## src/echo_duplex_consts.svh

```systemverilog
// register offsets, field layouts, reset values and timing for the echo/duplex config bank
//
// Overview of operation
// bits 15-14 pick tx suppression attenuation
// bit 13 picks path-change detector sensitivity
// high sensitivity falls back to half-duplex
// low sensitivity stays full-duplex during change
// bits 12-10 tx double-talk attenuation, 3 dB
// bits 9-8 rx double-talk attenuation, 3 dB
// bits 7-6 tx suppressor depth threshold
// bits 5-4 tx suppressor bias
// reset clears every field to code zero
// bits 15-14 acoustic depth threshold gate
// bits 13-12 acoustic noise threshold selects criterion
// quiet near end uses asymptotic estimate
// zero noise threshold uses depth only
// bits 11-10 network depth threshold gate
// bits 9-8 network noise threshold, same logic
// nonzero network threshold auto-disables unused canceller
// host sets nonzero network threshold when unsure
// bits 7-6 receive analog gain select
// bits 5-4 transmit analog gain select
// double-talk attack 40 ms, decay by rate
// low nibble selector must match to write
// host never writes reserved codes
`ifndef ECHO_DUPLEX_CONSTS_SVH
`define ECHO_DUPLEX_CONSTS_SVH

`define REG_SUPPRESSION 4'h3
`define REG_DUPLEX 4'h4
`define SEL_SUPPRESSION 4'h6
`define SEL_DUPLEX 4'h8
`define FIELD_RESET 12'h000

`define TX_SUPPRESS_ATTEN_LSB 14
`define PATH_CHANGE_SENS_BIT 13
`define TX_DT_ATTEN_LSB 10
`define RX_DT_ATTEN_LSB 8
`define TX_SUPPRESS_THR_LSB 6
`define TX_SUPPRESS_BIAS_LSB 4
`define ACOUSTIC_DEPTH_LSB 14
`define ACOUSTIC_NOISE_LSB 12
`define NETWORK_DEPTH_LSB 10
`define NETWORK_NOISE_LSB 8
`define RX_GAIN_LSB 6
`define TX_GAIN_LSB 4

`define NOISE_ZERO 2'h0
`define NOISE_42_DB 8'h2A
`define NOISE_54_DB 8'h36

`define CLK_KHZ 25000
`define DT_ATTACK_MS 40
`define DT_DECAY_SLOW_MS 1000
`define DT_DECAY_NORMAL_MS 100
`define TX_DT_STEPS 7
`define RX_DT_STEPS 3

`endif

```

## src/echo_duplex_pkg.sv

```systemverilog
// types shared by the echo/duplex configuration bank
package echo_duplex_pkg;

   typedef struct packed {
      logic [1:0] tx_suppress_atten;
      logic path_change_sensitivity;
      logic [2:0] tx_doubletalk_atten;
      logic [1:0] rx_doubletalk_atten;
      logic [1:0] tx_suppress_threshold;
      logic [1:0] tx_suppress_bias;
   } suppression_config_t;

   typedef struct packed {
      logic [1:0] acoustic_depth_threshold;
      logic [1:0] acoustic_noise_threshold;
      logic [1:0] network_depth_threshold;
      logic [1:0] network_noise_threshold;
      logic [1:0] rx_analog_gain;
      logic [1:0] tx_analog_gain;
   } duplex_criteria_gain_t;

   typedef struct packed {
      logic [24:0] count;
      logic [2:0] level;
   } ramp_state_t;

   typedef struct packed {
      suppression_config_t supp;
      duplex_criteria_gain_t dup;
      logic [15:0] rdata;
      logic [4:0] tx_suppress_atten_db;
      logic low_sensitivity;
      logic [4:0] tx_suppress_threshold_db;
      logic [4:0] tx_suppress_bias_db;
      logic [4:0] tx_dt_atten_db;
      logic [3:0] rx_dt_atten_db;
      logic [4:0] rx_gain_half_db;
      logic [4:0] tx_gain_half_db;
      logic network_canceller_enable;
      logic full_duplex_permit;
      logic half_duplex_fallback;
   } cfg_state_t;

endpackage : echo_duplex_pkg

```

## src/echo_suppress_duplex_config.sv

```systemverilog
// echo suppressor and full-duplex criteria register bank with its decision logic
`timescale 1ns/10ps
`include "echo_duplex_consts.svh"

module doubletalk_ramp
#(
   parameter int STEPS = 7,
   parameter int ATTACK_CYCLES = 1000000,
   parameter int SLOW_CYCLES = 25000000,
   parameter int NORMAL_CYCLES = 2500000
)
(
   input wire logic clk,
   input wire logic rst_n,
   input wire logic engage,
   input wire logic [2:0] target,
   input wire logic normal_rate,
   output logic [2:0] level
);
   // full swing spread evenly over the code steps
   localparam logic [24:0] ATTACK_STEP =
      25'((ATTACK_CYCLES / STEPS) > 0 ? ATTACK_CYCLES / STEPS : 1);
   localparam logic [24:0] SLOW_STEP =
      25'((SLOW_CYCLES / STEPS) > 0 ? SLOW_CYCLES / STEPS : 1);
   localparam logic [24:0] NORMAL_STEP =
      25'((NORMAL_CYCLES / STEPS) > 0 ? NORMAL_CYCLES / STEPS : 1);

   echo_duplex_pkg::ramp_state_t state;
   echo_duplex_pkg::ramp_state_t next_state;
   logic [2:0] goal;
   logic [24:0] interval;

   always_comb
   begin
      next_state = state;
      goal = engage ? target : 3'h0;
      interval = normal_rate ? NORMAL_STEP : SLOW_STEP;
      if (state.level < goal)
      begin
         // attack toward the programmed depth
         if (state.count >= ATTACK_STEP - 25'h0000001)
         begin
            next_state.count = 25'h0000000;
            next_state.level = state.level + 3'h1;
         end
         else
         begin
            next_state.count = state.count + 25'h0000001;
         end
      end
      else if (state.level > goal)
      begin
         // decay pace set by the selected ramp rate
         if (state.count >= interval - 25'h0000001)
         begin
            next_state.count = 25'h0000000;
            next_state.level = state.level - 3'h1;
         end
         else
         begin
            next_state.count = state.count + 25'h0000001;
         end
      end
      else
      begin
         next_state.count = 25'h0000000;
      end
   end

   always_ff @(posedge clk)
   begin
      if (!rst_n)
      begin
         state <= '0;
      end
      else
      begin
         state <= next_state;
      end
   end

   assign level = state.level;

endmodule : doubletalk_ramp

// one full-duplex criterion: depth test when noisy, asymptotic estimate when quiet
module duplex_criterion
(
   input wire logic [1:0] depth_code,
   input wire logic [1:0] noise_code,
   input wire logic [5:0] depth,
   input wire logic [7:0] noise,
   input wire logic asym_ok,
   output logic ok
);
   logic loud;
   logic deep;

   // reserved depth code falls back to the code-zero threshold
   function automatic logic [5:0] depth_decode(input logic [1:0] code);
      logic [5:0] thr;
      thr = 6'h18;
      unique case (code)
         2'h0: thr = 6'h18;
         2'h1: thr = 6'h12;
         2'h2: thr = 6'h1E;
         2'h3: thr = 6'h18;
      endcase
      return thr;
   endfunction : depth_decode

   // levels are dB below full scale, so a smaller number means more noise
   function automatic logic noise_above(input logic [1:0] code,
                                        input logic [7:0] level);
      logic loud_level;
      loud_level = 1'b0;
      unique case (code)
         2'h0: loud_level = 1'b1;
         2'h1: loud_level = level < `NOISE_42_DB;
         2'h2: loud_level = level < `NOISE_54_DB;
         2'h3: loud_level = 1'b1;
      endcase
      return loud_level;
   endfunction : noise_above

   always_comb
   begin
      // zero or reserved threshold counts as always noisy: depth test alone
      loud = noise_above(noise_code, noise);
      deep = depth > depth_decode(depth_code);
      if (loud)
      begin
         ok = deep;
      end
      else
      begin
         ok = asym_ok;
      end
   end

endmodule : duplex_criterion

module echo_suppress_duplex_config
#(
   parameter int ATTACK_CYCLES = `DT_ATTACK_MS * `CLK_KHZ,
   parameter int SLOW_CYCLES = `DT_DECAY_SLOW_MS * `CLK_KHZ,
   parameter int NORMAL_CYCLES = `DT_DECAY_NORMAL_MS * `CLK_KHZ
)
(
   input wire logic clk,
   input wire logic rst_n,
   input wire logic [3:0] addr,
   input wire logic [15:0] wdata,
   input wire logic wr,
   input wire logic rd,
   output logic [15:0] rdata,
   input wire logic doubletalk,
   input wire logic path_change,
   input wire logic [5:0] acoustic_depth,
   input wire logic [7:0] near_noise,
   input wire logic acoustic_asym_ok,
   input wire logic [5:0] network_depth,
   input wire logic [7:0] far_noise,
   input wire logic network_asym_ok,
   input wire logic network_path_seen,
   input wire logic tx_doubletalk_decay_rate,
   input wire logic rx_doubletalk_decay_rate,
   output logic [4:0] tx_suppress_atten_db,
   output logic low_path_change_sensitivity,
   output logic [4:0] tx_suppress_threshold_db,
   output logic [4:0] tx_suppress_bias_db,
   output logic [4:0] tx_dt_atten_db,
   output logic [3:0] rx_dt_atten_db,
   output logic [4:0] rx_gain_half_db,
   output logic [4:0] tx_gain_half_db,
   output logic network_canceller_enable,
   output logic full_duplex_permit,
   output logic half_duplex_fallback
);
   echo_duplex_pkg::cfg_state_t state;
   echo_duplex_pkg::cfg_state_t next_state;
   logic [2:0] tx_level;
   logic [2:0] rx_level;
   logic acoustic_ok;
   logic network_ok;
   logic network_on;

   // reserved codes decode as code zero so nothing odd reaches the DSP
   function automatic logic [4:0] tx_atten_decode(input logic [1:0] code);
      logic [4:0] db;
      db = 5'h12;
      unique case (code)
         2'h0: db = 5'h12;
         2'h1: db = 5'h0C;
         2'h2: db = 5'h18;
         2'h3: db = 5'h12;
      endcase
      return db;
   endfunction : tx_atten_decode

   function automatic logic [4:0] threshold_decode(input logic [1:0] code);
      logic [4:0] db;
      db = 5'h0F;
      unique case (code)
         2'h0: db = 5'h0F;
         2'h1: db = 5'h0C;
         2'h2: db = 5'h09;
         2'h3: db = 5'h12;
      endcase
      return db;
   endfunction : threshold_decode

   function automatic logic [4:0] bias_decode(input logic [1:0] code);
      logic [4:0] db;
      db = 5'h12;
      unique case (code)
         2'h0: db = 5'h12;
         2'h1: db = 5'h0F;
         2'h2: db = 5'h15;
         2'h3: db = 5'h12;
      endcase
      return db;
   endfunction : bias_decode

   // gain in half-dB units so 9.5 dB is exact
   function automatic logic [4:0] gain_decode(input logic [1:0] code);
      logic [4:0] half_db;
      half_db = 5'h00;
      unique case (code)
         2'h0: half_db = 5'h00;
         2'h1: half_db = 5'h0C;
         2'h2: half_db = 5'h13;
         2'h3: half_db = 5'h18;
      endcase
      return half_db;
   endfunction : gain_decode

   doubletalk_ramp
   #(
      .STEPS(`TX_DT_STEPS),
      .ATTACK_CYCLES(ATTACK_CYCLES),
      .SLOW_CYCLES(SLOW_CYCLES),
      .NORMAL_CYCLES(NORMAL_CYCLES)
   )
   tx_ramp
   (
      .clk(clk),
      .rst_n(rst_n),
      .engage(doubletalk),
      .target(state.supp.tx_doubletalk_atten),
      .normal_rate(tx_doubletalk_decay_rate),
      .level(tx_level)
   );

   doubletalk_ramp
   #(
      .STEPS(`RX_DT_STEPS),
      .ATTACK_CYCLES(ATTACK_CYCLES),
      .SLOW_CYCLES(SLOW_CYCLES),
      .NORMAL_CYCLES(NORMAL_CYCLES)
   )
   rx_ramp
   (
      .clk(clk),
      .rst_n(rst_n),
      .engage(doubletalk),
      .target({1'b0, state.supp.rx_doubletalk_atten}),
      .normal_rate(rx_doubletalk_decay_rate),
      .level(rx_level)
   );

   duplex_criterion acoustic_criterion
   (
      .depth_code(state.dup.acoustic_depth_threshold),
      .noise_code(state.dup.acoustic_noise_threshold),
      .depth(acoustic_depth),
      .noise(near_noise),
      .asym_ok(acoustic_asym_ok),
      .ok(acoustic_ok)
   );

   duplex_criterion network_criterion
   (
      .depth_code(state.dup.network_depth_threshold),
      .noise_code(state.dup.network_noise_threshold),
      .depth(network_depth),
      .noise(far_noise),
      .asym_ok(network_asym_ok),
      .ok(network_ok)
   );

   // auto-disable only armed by a nonzero network threshold
   assign network_on = (state.dup.network_noise_threshold == `NOISE_ZERO)
      || network_path_seen;

   always_comb
   begin
      next_state = state;
      if (wr && addr == `REG_SUPPRESSION && wdata[3:0] == `SEL_SUPPRESSION)
      begin
         next_state.supp.tx_suppress_atten = wdata[`TX_SUPPRESS_ATTEN_LSB +: 2];
         next_state.supp.path_change_sensitivity = wdata[`PATH_CHANGE_SENS_BIT];
         next_state.supp.tx_doubletalk_atten = wdata[`TX_DT_ATTEN_LSB +: 3];
         next_state.supp.rx_doubletalk_atten = wdata[`RX_DT_ATTEN_LSB +: 2];
         next_state.supp.tx_suppress_threshold = wdata[`TX_SUPPRESS_THR_LSB +: 2];
         next_state.supp.tx_suppress_bias = wdata[`TX_SUPPRESS_BIAS_LSB +: 2];
      end
      if (wr && addr == `REG_DUPLEX && wdata[3:0] == `SEL_DUPLEX)
      begin
         next_state.dup.acoustic_depth_threshold = wdata[`ACOUSTIC_DEPTH_LSB +: 2];
         next_state.dup.acoustic_noise_threshold = wdata[`ACOUSTIC_NOISE_LSB +: 2];
         next_state.dup.network_depth_threshold = wdata[`NETWORK_DEPTH_LSB +: 2];
         next_state.dup.network_noise_threshold = wdata[`NETWORK_NOISE_LSB +: 2];
         next_state.dup.rx_analog_gain = wdata[`RX_GAIN_LSB +: 2];
         next_state.dup.tx_analog_gain = wdata[`TX_GAIN_LSB +: 2];
      end
      // unmapped addresses read as zero
      if (rd && addr == `REG_SUPPRESSION)
      begin
         next_state.rdata = {state.supp, `SEL_SUPPRESSION};
      end
      else if (rd && addr == `REG_DUPLEX)
      begin
         next_state.rdata = {state.dup, `SEL_DUPLEX};
      end
      else
      begin
         next_state.rdata = 16'h0000;
      end
      next_state.tx_suppress_atten_db =
         tx_atten_decode(state.supp.tx_suppress_atten);
      next_state.low_sensitivity = state.supp.path_change_sensitivity;
      next_state.tx_suppress_threshold_db =
         threshold_decode(state.supp.tx_suppress_threshold);
      next_state.tx_suppress_bias_db =
         bias_decode(state.supp.tx_suppress_bias);
      next_state.tx_dt_atten_db = 5'(tx_level) * 5'h03;
      next_state.rx_dt_atten_db = 4'(rx_level) * 4'h3;
      next_state.rx_gain_half_db = gain_decode(state.dup.rx_analog_gain);
      next_state.tx_gain_half_db = gain_decode(state.dup.tx_analog_gain);
      next_state.network_canceller_enable = network_on;
      // a disabled network canceller drops out of the decision
      next_state.half_duplex_fallback =
         path_change && !state.supp.path_change_sensitivity;
      next_state.full_duplex_permit = acoustic_ok
         && (network_ok || !network_on)
         && !(path_change && !state.supp.path_change_sensitivity);
   end

   always_ff @(posedge clk)
   begin
      if (!rst_n)
      begin
         state <= '0;
      end
      else
      begin
         state <= next_state;
      end
   end

   assign rdata = state.rdata;
   assign tx_suppress_atten_db = state.tx_suppress_atten_db;
   assign low_path_change_sensitivity = state.low_sensitivity;
   assign tx_suppress_threshold_db = state.tx_suppress_threshold_db;
   assign tx_suppress_bias_db = state.tx_suppress_bias_db;
   assign tx_dt_atten_db = state.tx_dt_atten_db;
   assign rx_dt_atten_db = state.rx_dt_atten_db;
   assign rx_gain_half_db = state.rx_gain_half_db;
   assign tx_gain_half_db = state.tx_gain_half_db;
   assign network_canceller_enable = state.network_canceller_enable;
   assign full_duplex_permit = state.full_duplex_permit;
   assign half_duplex_fallback = state.half_duplex_fallback;

endmodule : echo_suppress_duplex_config

```

## config.mk

```make
export PLATFORM = sky130hd
export DESIGN_NAME = echo_suppress_duplex_config
export DESIGN_NICKNAME = d
export VERILOG_FILES = /design/src/echo_duplex_pkg.sv /design/src/echo_suppress_duplex_config.sv
export VERILOG_INCLUDE_DIRS = /design/src
export SDC_FILE = /design/constraint.sdc
export NUM_CORES = 1
export LEC_CHECK = 0
export ABC_AREA = 0
export BUFFER_PORTS_ARGS = -buffer_cell sky130_fd_sc_hd__clkbuf_2
export CAP_MARGIN = 30
export CORE_AREA = 8 8 120 122
export CTS_BUF_LIST = sky130_fd_sc_hd__clkbuf_4 sky130_fd_sc_hd__clkbuf_8
export DETAILED_ROUTE_END_ITERATION = 10
export DIE_AREA = 0 0 128 130
export GPL_TIMING_DRIVEN = 0
export PLACE_DENSITY = 0.79
export SYNTH_ARGS = -nofsm -noshare
export SYNTH_HDL_FRONTEND = slang
export SYNTH_SLANG_ARGS = --single-unit
```

## constraint.sdc

```tcl
create_clock -name clk -period 2.6 [get_ports clk]
set_input_delay 0 -clock clk [delete_from_list [all_inputs] [get_ports clk]]
set_output_delay 0 -clock clk [all_outputs]
set_load 0.02 [all_outputs]
```

==> results of run 1 <==
[worst max-delay path, stage by stage, from the launching register on]
cell	delay (ns)
dfxtp_2	0.36
ha_1	0.29
a21o_1	0.16
a2111oi_1	0.38
o21ai_1	0.16
or3_4	0.41
a22oi_4	0.25
mux2_4	0.31
[area by class of cell]
| type | count | area share, % |
|---|---|---|
| Tap cell | 172 | 2.63 |
| Sequential cell | 128 | 31.4 |
| Timing Repair Buffer | 125 | 8.70 |
| Clock buffer | 17 | 2.86 |
| Inverter | 41 | 1.88 |
| Clock inverter | 15 | 3.12 |
| Multi-Input combinational cell | 518 | 43.7 |
| Buffer | 72 | 5.68 |
[synthesized netlist by cell type, types with 2 or more instances]
cell       count  area share [%]
a2111oi_0      2            0.26
a211o_1        3            0.39
a211oi_1       7            0.78
a21boi_0      12             1.3
a21o_1         3            0.33
a21oi_1       14             1.0
a221oi_1       2            0.26
a22o_1        12             1.6
a31oi_1        3            0.28
and2_1        18             1.7
and3_1        11             1.0
and4_1         6            0.78
buf_2          5            0.37
buf_4         50             5.6
clkbuf_1      17            0.95
dfxtp_1      128              38
fa_1           4             1.2
ha_1          61              11
inv_1         41             2.3
mux2i_1       14             2.1
nand2_1       79             4.4
nand2b_1       6            0.56
nand3_1       38             2.8
nand3b_1       2            0.22
nand4_1       12             1.1
nand4b_1       3            0.39
nor2_1        63             3.5
nor2b_1       29             2.7
nor3_1        11            0.82
nor3b_1        6            0.67
nor4_1         6            0.56
o2111ai_1      2            0.26
o211ai_1       6            0.67
o21a_1         6            0.67
o21ai_0        8            0.59
o21ai_1        2            0.15
or4_1          3            0.33
xnor2_1       26             3.4
xor2_1        20             2.6
[layer usage]
layer / vias to the layer above / share of wire, % / routed length [um] / global-route usage (%)
met3: 15 / 5.6 / 828 / 4.73
met2: 115 / 48 / 7170 / 32.5
met5: - / 0 / 0 / 0
met1: 2538 / 45 / 6740 / 21.8
li1: 2818 / - / - / -
met4: 0 / 1.2 / 174 / 6.85
[metrics by stage]
stage / worst slack [ns] / instances / hold WS, ns / power (mW)
floorplan: 0.297 / 759 / 0.133 / 2.80
global placement: 0.118 / 1039 / 0.232 / 3.04
detailed placement: 0.0634 / 1039 / 0.240 / 3.06
CTS: 0.0598 / 1088 / 0.0375 / 5.15
global route: 0.0169 / 1088 / 0.0651 / 5.37
finish: 0.164 / 1088 / 0.0668 / 5.12
[final timing paths]
check,depth (start not counted),slack [ns],start,endpoint
worst max register to register,7,0.16,rx_ramp.state[24],rx_ramp.level[0]
worst min register to register,1,0.48,state[57],rx_gain_half_db[2]
worst max-delay path,7,0.16,rx_ramp.state[24],rx_ramp.level[0]
worst min-delay path,4,0.07,rd,rdata[6]
[state kept, by name, summed over array words and instances (netlist names), 5 cells and up]
name,cells
tx_ramp.state,25
rx_ramp.state,25
tx_dt_atten_db,5
tx_suppress_threshold_db,5
rdata,14
state,23
[cells by family (layout without fill, tap and decap cells)]
logic type | count (synthesis) | after routing | share of synthesized area, %
xor gates and xnor gates | 46 | 46 | 5.99
muxes | 15 | 15 | 2.30
buffers and inverters | 113 | 270 | 9.18
AOI/OAI and AO/OA | 87 | 87 | 9.44
DFF | 128 | 128 | 38.1
and+or+nand+nor | 300 | 300 | 22.4
other | 1 | 5 | 0.0557
adders and majority gates | 65 | 65 | 12.5
[report_power, final]
group / total, mW / internal (mW) / leakage (nW) / switching [mW]
registers: 2.13 / 2.05 / 1.04 / 0.0855
clock network: 2.08 / 1.25 / 0.239 / 0.830
logic: 0.903 / 0.380 / 2.24 / 0.524
[what timing repair did]
action,CTS,global route
hold buffers,17,0
endpoints found under the hold margin,27,0
resized for setup,0,4
setup endpoints to repair,0,22
==> metrics.txt, run 1 <==
# TYPE chip_impl_metric gauge
chip_impl_metric{name="dp_hpwl",unit="mm"} 11.0
chip_impl_metric{name="floorplan.die.width",unit="um"} 128
chip_impl_metric{name="report.final.setup_viol",unit=""} 0
chip_impl_metric{name="grt_antenna_before_repair",unit=""} 0
chip_impl_metric{name="crit_share_post_route",unit="%"} 93.7
chip_impl_metric{name="required",unit="ns"} 2.92
chip_impl_info{name="setup_repair_after_global_routing_missed_its_margin",value="no"} 1
chip_impl_metric{name="clock_skew",unit="ns"} 0.0144
chip_impl_metric{name="first_global_vias",unit=""} 5373
chip_impl_metric{name="initial_utilization",unit="%"} 54.2
chip_impl_metric{name="place.gp.congestion",unit=""} 0.834
chip_impl_metric{name="clock_slew_seen_by_the_registers_of_the_worst_setup_and_hold_paths",unit="ns"} 0.08
chip_impl_metric{name="power.leakage",unit="nW"} 3.51
chip_impl_metric{name="period_minus_slack",unit="ns"} 2.44
chip_impl_metric{name="area_growth",unit="%"} 21.4
chip_impl_info{name="outcome",value="finished, final reports clean"} 1
chip_impl_metric{name="dr.first_iter.drc_count",unit=""} 250
chip_impl_metric{name="htreeDepth",unit=""} 4
chip_impl_metric{name="design.core.area",unit="um2"} 12400
chip_impl_metric{name="syn_area_per_cell",unit="um2"} 8.92
chip_impl_metric{name="die_y",unit="um"} 130
chip_impl_metric{name="maxSlewHeadroom",unit="%"} 41.4
chip_impl_metric{name="num_antenna_cells",unit=""} 0
chip_impl_metric{name="synth.yosys.seq_area_share",unit="%"} 38.1
chip_impl_metric{name="numPortBuffers",unit=""} 108
chip_impl_info{name="worstHoldPathType",value="primary input to flip-flop"} 1
chip_impl_metric{name="postLayoutCellArea",unit="um2"} 8170
chip_impl_metric{name="cellPowerDensity",unit="nW/um2"} 627
chip_impl_metric{name="grt.total_usage",unit="%"} 18.7
chip_impl_metric{name="post_synth_instance_area",unit="um2"} 6730
chip_impl_metric{name="total_i_o_pin_count",unit=""} 113
chip_impl_metric{name="async_reset_ff_share",unit="%"} 0
chip_impl_metric{name="grt_max_degree",unit=""} 17
chip_impl_metric{name="max_clock_freq",unit="MHz"} 411
chip_impl_metric{name="global_route_wire_length_before_repair",unit="mm"} 25.3
chip_impl_metric{name="rows",unit=""} 41
chip_impl_metric{name="max_cap_violations",unit=""} 0
chip_impl_metric{name="finalWirelength",unit="mm"} 14.9
chip_impl_metric{name="total_global_routing_overflow",unit=""} 0
chip_impl_metric{name="synth_cell_type_count",unit=""} 53
chip_impl_info{name="clk_root_buffer_cell",value="clkbuf_8"} 1
chip_impl_metric{name="dpl_cell_area",unit="um2"} 7500
chip_impl_metric{name="drt_drc_violations_left",unit=""} 0
chip_impl_metric{name="netlist_instances",unit=""} 755
chip_impl_metric{name="yosys_reg_bits",unit=""} 128
chip_impl_info{name="layout_commonest_cell",value="dfxtp_1"} 1
chip_impl_info{name="ys.flop_type",value="dfxtp_1"} 1
chip_impl_metric{name="detail-route-antenna-nets",unit=""} 0
chip_impl_metric{name="final_net_count",unit=""} 1027
chip_impl_metric{name="timing_worst_slew_pin_value",unit="ns"} 0.872
chip_impl_info{name="critical_path_class",value="flip-flop to flip-flop"} 1
chip_impl_info{name="critPathLaunchType",value="flip-flop"} 1
chip_impl_metric{name="clock_insertion_delay_worst_skew",unit="ns"} 0.44
chip_impl_metric{name="arrival",unit="ns"} 2.75
chip_impl_metric{name="synth_edf_count",unit=""} 0
chip_impl_metric{name="viasPerCell",unit=""} 5.04
chip_impl_metric{name="fin_tns_setup",unit="ns"} 0
chip_impl_info{name="tritoncts",value="yes"} 1
chip_impl_metric{name="yosysWarningCount",unit=""} 0
chip_impl_info{name="critical_path.endpoint_type",value="flip-flop"} 1
chip_impl_metric{name="dr.pass1.iters",unit=""} 5
chip_impl_metric{name="post_drt_wl_per_cell",unit="um"} 13.7
chip_impl_metric{name="dieArea",unit="um2"} 16600
chip_impl_metric{name="clock_tree.buffer_depth",unit=""} 2
chip_impl_info{name="layout_common_cells",value="dfxtp_1 (127), clkbuf_2 (108), nand2_1 (79)"} 1
chip_impl_metric{name="worst-path-max-fanout",unit=""} 5
chip_impl_metric{name="post_cts_buffers",unit=""} 0
chip_impl_metric{name="detailroute.via_count",unit=""} 5486
chip_impl_metric{name="timing.final.max_slew_violations",unit=""} 0
chip_impl_metric{name="clock_sinks",unit=""} 128
chip_impl_metric{name="cts-buffers-inserted",unit=""} 17
chip_impl_metric{name="multiInputGateArea",unit="um2"} 3570
chip_impl_metric{name="vdd_drop_max",unit="mV"} 0.320
chip_impl_metric{name="n_fill_cell",unit=""} 1005
chip_impl_metric{name="post-route-util",unit="%"} 65.8
chip_impl_metric{name="ff_latch_area",unit="um2"} 2560
chip_impl_metric{name="drive_above_1_share",unit="%"} 22.2
chip_impl_metric{name="finalHoldViolations",unit=""} 0
Power figures use the tool's default switching activity.
==> inputs of run 2 (changes only) <==
CORE_AREA = 8 8 152 97   (was 8 8 120 122)
DIE_AREA = 0 0 160 105   (was 0 0 128 130)
PLACE_DENSITY = default   (was 0.79)
PLACE_DENSITY_LB_ADDON = 0.05   (was default)
==> metrics.txt, run 2 (same netlist as run 1, synthesis figures left out) <==
# TYPE chip_impl_metric gauge
chip_impl_metric{name="drt_drc_violations_left",unit=""} 0
chip_impl_metric{name="total_i_o_pin_count",unit=""} 113
chip_impl_metric{name="reg2reg_setup_slack",unit="ns"} 0.09
chip_impl_metric{name="dr.first_iter.drc_count",unit=""} 311
chip_impl_metric{name="timing_worst_slew_pin_value",unit="ns"} 0.941
chip_impl_info{name="cp-startpoint",value="rx_ramp.state[24]"} 1
chip_impl_metric{name="final_net_count",unit=""} 1028
chip_impl_metric{name="period_minus_slack",unit="ns"} 2.51
chip_impl_metric{name="maxSlewHeadroom",unit="%"} 36.8
chip_impl_metric{name="placement.setup.worst_slack",unit="ns"} 0.0817
chip_impl_info{name="critical_path.endpoint_type",value="flip-flop"} 1
chip_impl_metric{name="max_cap_violations",unit=""} 0
chip_impl_metric{name="worst-path-max-fanout",unit=""} 5
chip_impl_metric{name="clock_sinks",unit=""} 128
chip_impl_info{name="crit-reg2reg-launch",value="rx_ramp.state[24]"} 1
chip_impl_metric{name="post_cts_buffers",unit=""} 0
chip_impl_metric{name="place.gp.congestion",unit=""} 0.777
chip_impl_metric{name="cell_count_post_placement",unit=""} 1037
chip_impl_metric{name="finalWirelength",unit="mm"} 15.8
chip_impl_metric{name="floorplan.die.width",unit="um"} 160
chip_impl_metric{name="max_clock_freq",unit="MHz"} 399
chip_impl_metric{name="grt_antenna_before_repair",unit=""} 0
chip_impl_info{name="outcome",value="finished, final reports clean"} 1
chip_impl_metric{name="postLayoutCellArea",unit="um2"} 8090
chip_impl_metric{name="clock_insertion_delay_worst_skew",unit="ns"} 0.44
chip_impl_metric{name="finalHoldViolations",unit=""} 0
chip_impl_metric{name="drive_above_1_share",unit="%"} 22.5
chip_impl_metric{name="whs_path_depth",unit=""} 4
chip_impl_metric{name="detailroute.via_count",unit=""} 5579
chip_impl_metric{name="post-route-util",unit="%"} 64.8
chip_impl_metric{name="cellPowerDensity",unit="nW/um2"} 588
chip_impl_metric{name="clock_slew_seen_by_the_registers_of_the_worst_setup_and_hold_paths",unit="ns"} 0.09
chip_impl_info{name="tritoncts",value="yes"} 1
chip_impl_metric{name="dieArea",unit="um2"} 16800
chip_impl_metric{name="initial_utilization",unit="%"} 53.9
chip_impl_metric{name="required",unit="ns"} 2.93
chip_impl_metric{name="fin_tns_setup",unit="ns"} 0
chip_impl_metric{name="design.core.area",unit="um2"} 12500
chip_impl_metric{name="reg2regPathDepth",unit=""} 7
chip_impl_metric{name="total_global_routing_overflow",unit=""} 0
chip_impl_info{name="clk_root_buffer_cell",value="clkbuf_8"} 1
chip_impl_info{name="worst_path_max_delay_cell",value="or3_4"} 1
chip_impl_metric{name="detail-route-antenna-nets",unit=""} 0
chip_impl_metric{name="postLayoutSetupSlackWorst",unit="ns"} 0.0920
chip_impl_info{name="setup_repair_after_global_routing_missed_its_margin",value="no"} 1
chip_impl_metric{name="power.leakage",unit="nW"} 3.48
chip_impl_metric{name="first_global_vias",unit=""} 5582
chip_impl_metric{name="die_y",unit="um"} 105
chip_impl_metric{name="clock_tree.buffer_depth",unit=""} 2
chip_impl_metric{name="critical_path.max_stage_delay",unit="ns"} 0.42
chip_impl_metric{name="area_growth",unit="%"} 20.2
chip_impl_info{name="worstReg2RegEnd",value="rx_ramp.level[0]"} 1
chip_impl_metric{name="numPortBuffers",unit=""} 108
chip_impl_metric{name="dp_hpwl",unit="mm"} 12.2
chip_impl_metric{name="clock_skew",unit="ns"} 0.0112
chip_impl_info{name="layout_top_registers",value="rx_ramp.state x25, tx_ramp.state x25, state x23"} 1
chip_impl_metric{name="vdd_drop_max",unit="mV"} 0.336
chip_impl_info{name="critical_path_class",value="flip-flop to flip-flop"} 1
chip_impl_metric{name="dr.pass1.iters",unit=""} 5
chip_impl_metric{name="grt.total_usage",unit="%"} 19.2
chip_impl_metric{name="crit_share_post_route",unit="%"} 96.5
chip_impl_info{name="critical_path.cell_chain",value="ha_1 -> a21o_1 -> a2111oi_0 -> o21ai_0 -> or3_4 -> a22oi_4 -> mux2_4"} 1
chip_impl_info{name="termination_of_the_worst_setup_path",value="rx_ramp.level[0]"} 1
chip_impl_metric{name="htreeDepth",unit=""} 4
chip_impl_metric{name="grt_max_degree",unit=""} 17
chip_impl_info{name="layout_common_cells",value="dfxtp_1 (126), clkbuf_2 (110), nand2_1 (79)"} 1
chip_impl_info{name="layout_commonest_cell",value="dfxtp_1"} 1
chip_impl_metric{name="rows",unit=""} 32
chip_impl_metric{name="global_route_wire_length_before_repair",unit="mm"} 26.9
chip_impl_metric{name="viasPerCell",unit=""} 5.13
chip_impl_metric{name="timing.final.max_slew_violations",unit=""} 0
chip_impl_metric{name="non_filler_instance_count_after_layout",unit=""} 1088
chip_impl_metric{name="post_drt_wl_per_cell",unit="um"} 14.6
chip_impl_info{name="critPathLaunchType",value="flip-flop"} 1
chip_impl_metric{name="report.final.setup_viol",unit=""} 0
chip_impl_info{name="worstHoldPathType",value="primary input to flip-flop"} 1
chip_impl_metric{name="dpl_cell_area",unit="um2"} 7500
chip_impl_metric{name="arrival",unit="ns"} 2.84
chip_impl_metric{name="cts-buffers-inserted",unit=""} 17
## run 2: changes by cell type in the layout (fill, tap and decap cells not counted), sizes merged
cell and delta:
bufinv -5, clkbuf +1, clkinv -1, clkinvlp +1
diode +1, dlygate4sd3 +1, inv +4
## run 2: metal layers
layer | vias to the layer above | wire length (um) | track usage [%] | part of all wire [%]
li1 | 2817 | - | - | -
met1 | 2604 | 7890 | 25.6 | 50
met2 | 139 | 6910 | 30.0 | 44
met3 | 19 | 873 | 4.98 | 5.5
met4 | 0 | 168 | 5.64 | 1.1
met5 | - | 0 | 0 | 0
## run 2: worst min path at each step
stage | start | endpoint | slack, ns
floorplan | path_change | half_duplex_fallback | 0.13
global placement | path_change | half_duplex_fallback | 0.24
detailed placement | path_change | half_duplex_fallback | 0.25
CTS | addr[1] | rdata[6] | 0.006
global route | addr[1] | rdata[5] | 0.05
finish | addr[1] | rdata[6] | 0.03
## run 2: power by group
group,total (mW),internal (mW),switching [mW]
registers,2.13,2.05,0.0840
logic,0.943,0.391,0.552
clock network,1.68,0.810,0.871
## run 2: what timing repair did
| action | 4_1_cts | 5_1_grt |
|---|---|---|
| endpoints found under the setup margin | 0 | 41 |
| hold buffers | 18 | 0 |
| hold endpoints to repair | 30 | 0 |
| resized for setup | 0 | 8 |
## run 2: worst max-delay path: cells and delay by family, from the launching register on
kind | cells | cell delay (ns)
DFF | 1 | 0.36
AOI/OAI and AO/OA | 4 | 1.01
and+or+nand+nor | 1 | 0.42
adders and majority gates | 1 | 0.30
muxes | 1 | 0.31
## run 2: final cells by class
cell class	instances	area, um2
clock buffer	18	248
antenna	1	2.50
inverter	41	154
sequential	128	2560
fill	1099	4400
tap	170	213
multi-input combinational	518	3580
buffer	72	467
timing repair buffer	126	721
clock inverter	14	143
## run 2: metrics by stage
step	total power [mW]	hold WS (ns)
after CTS	4.77	0.00609
after global routing	5.01	0.0503
after detailed placement	3.08	0.246
after floorplan	2.80	0.133
final	4.75	0.0274
after global placement	3.04	0.244
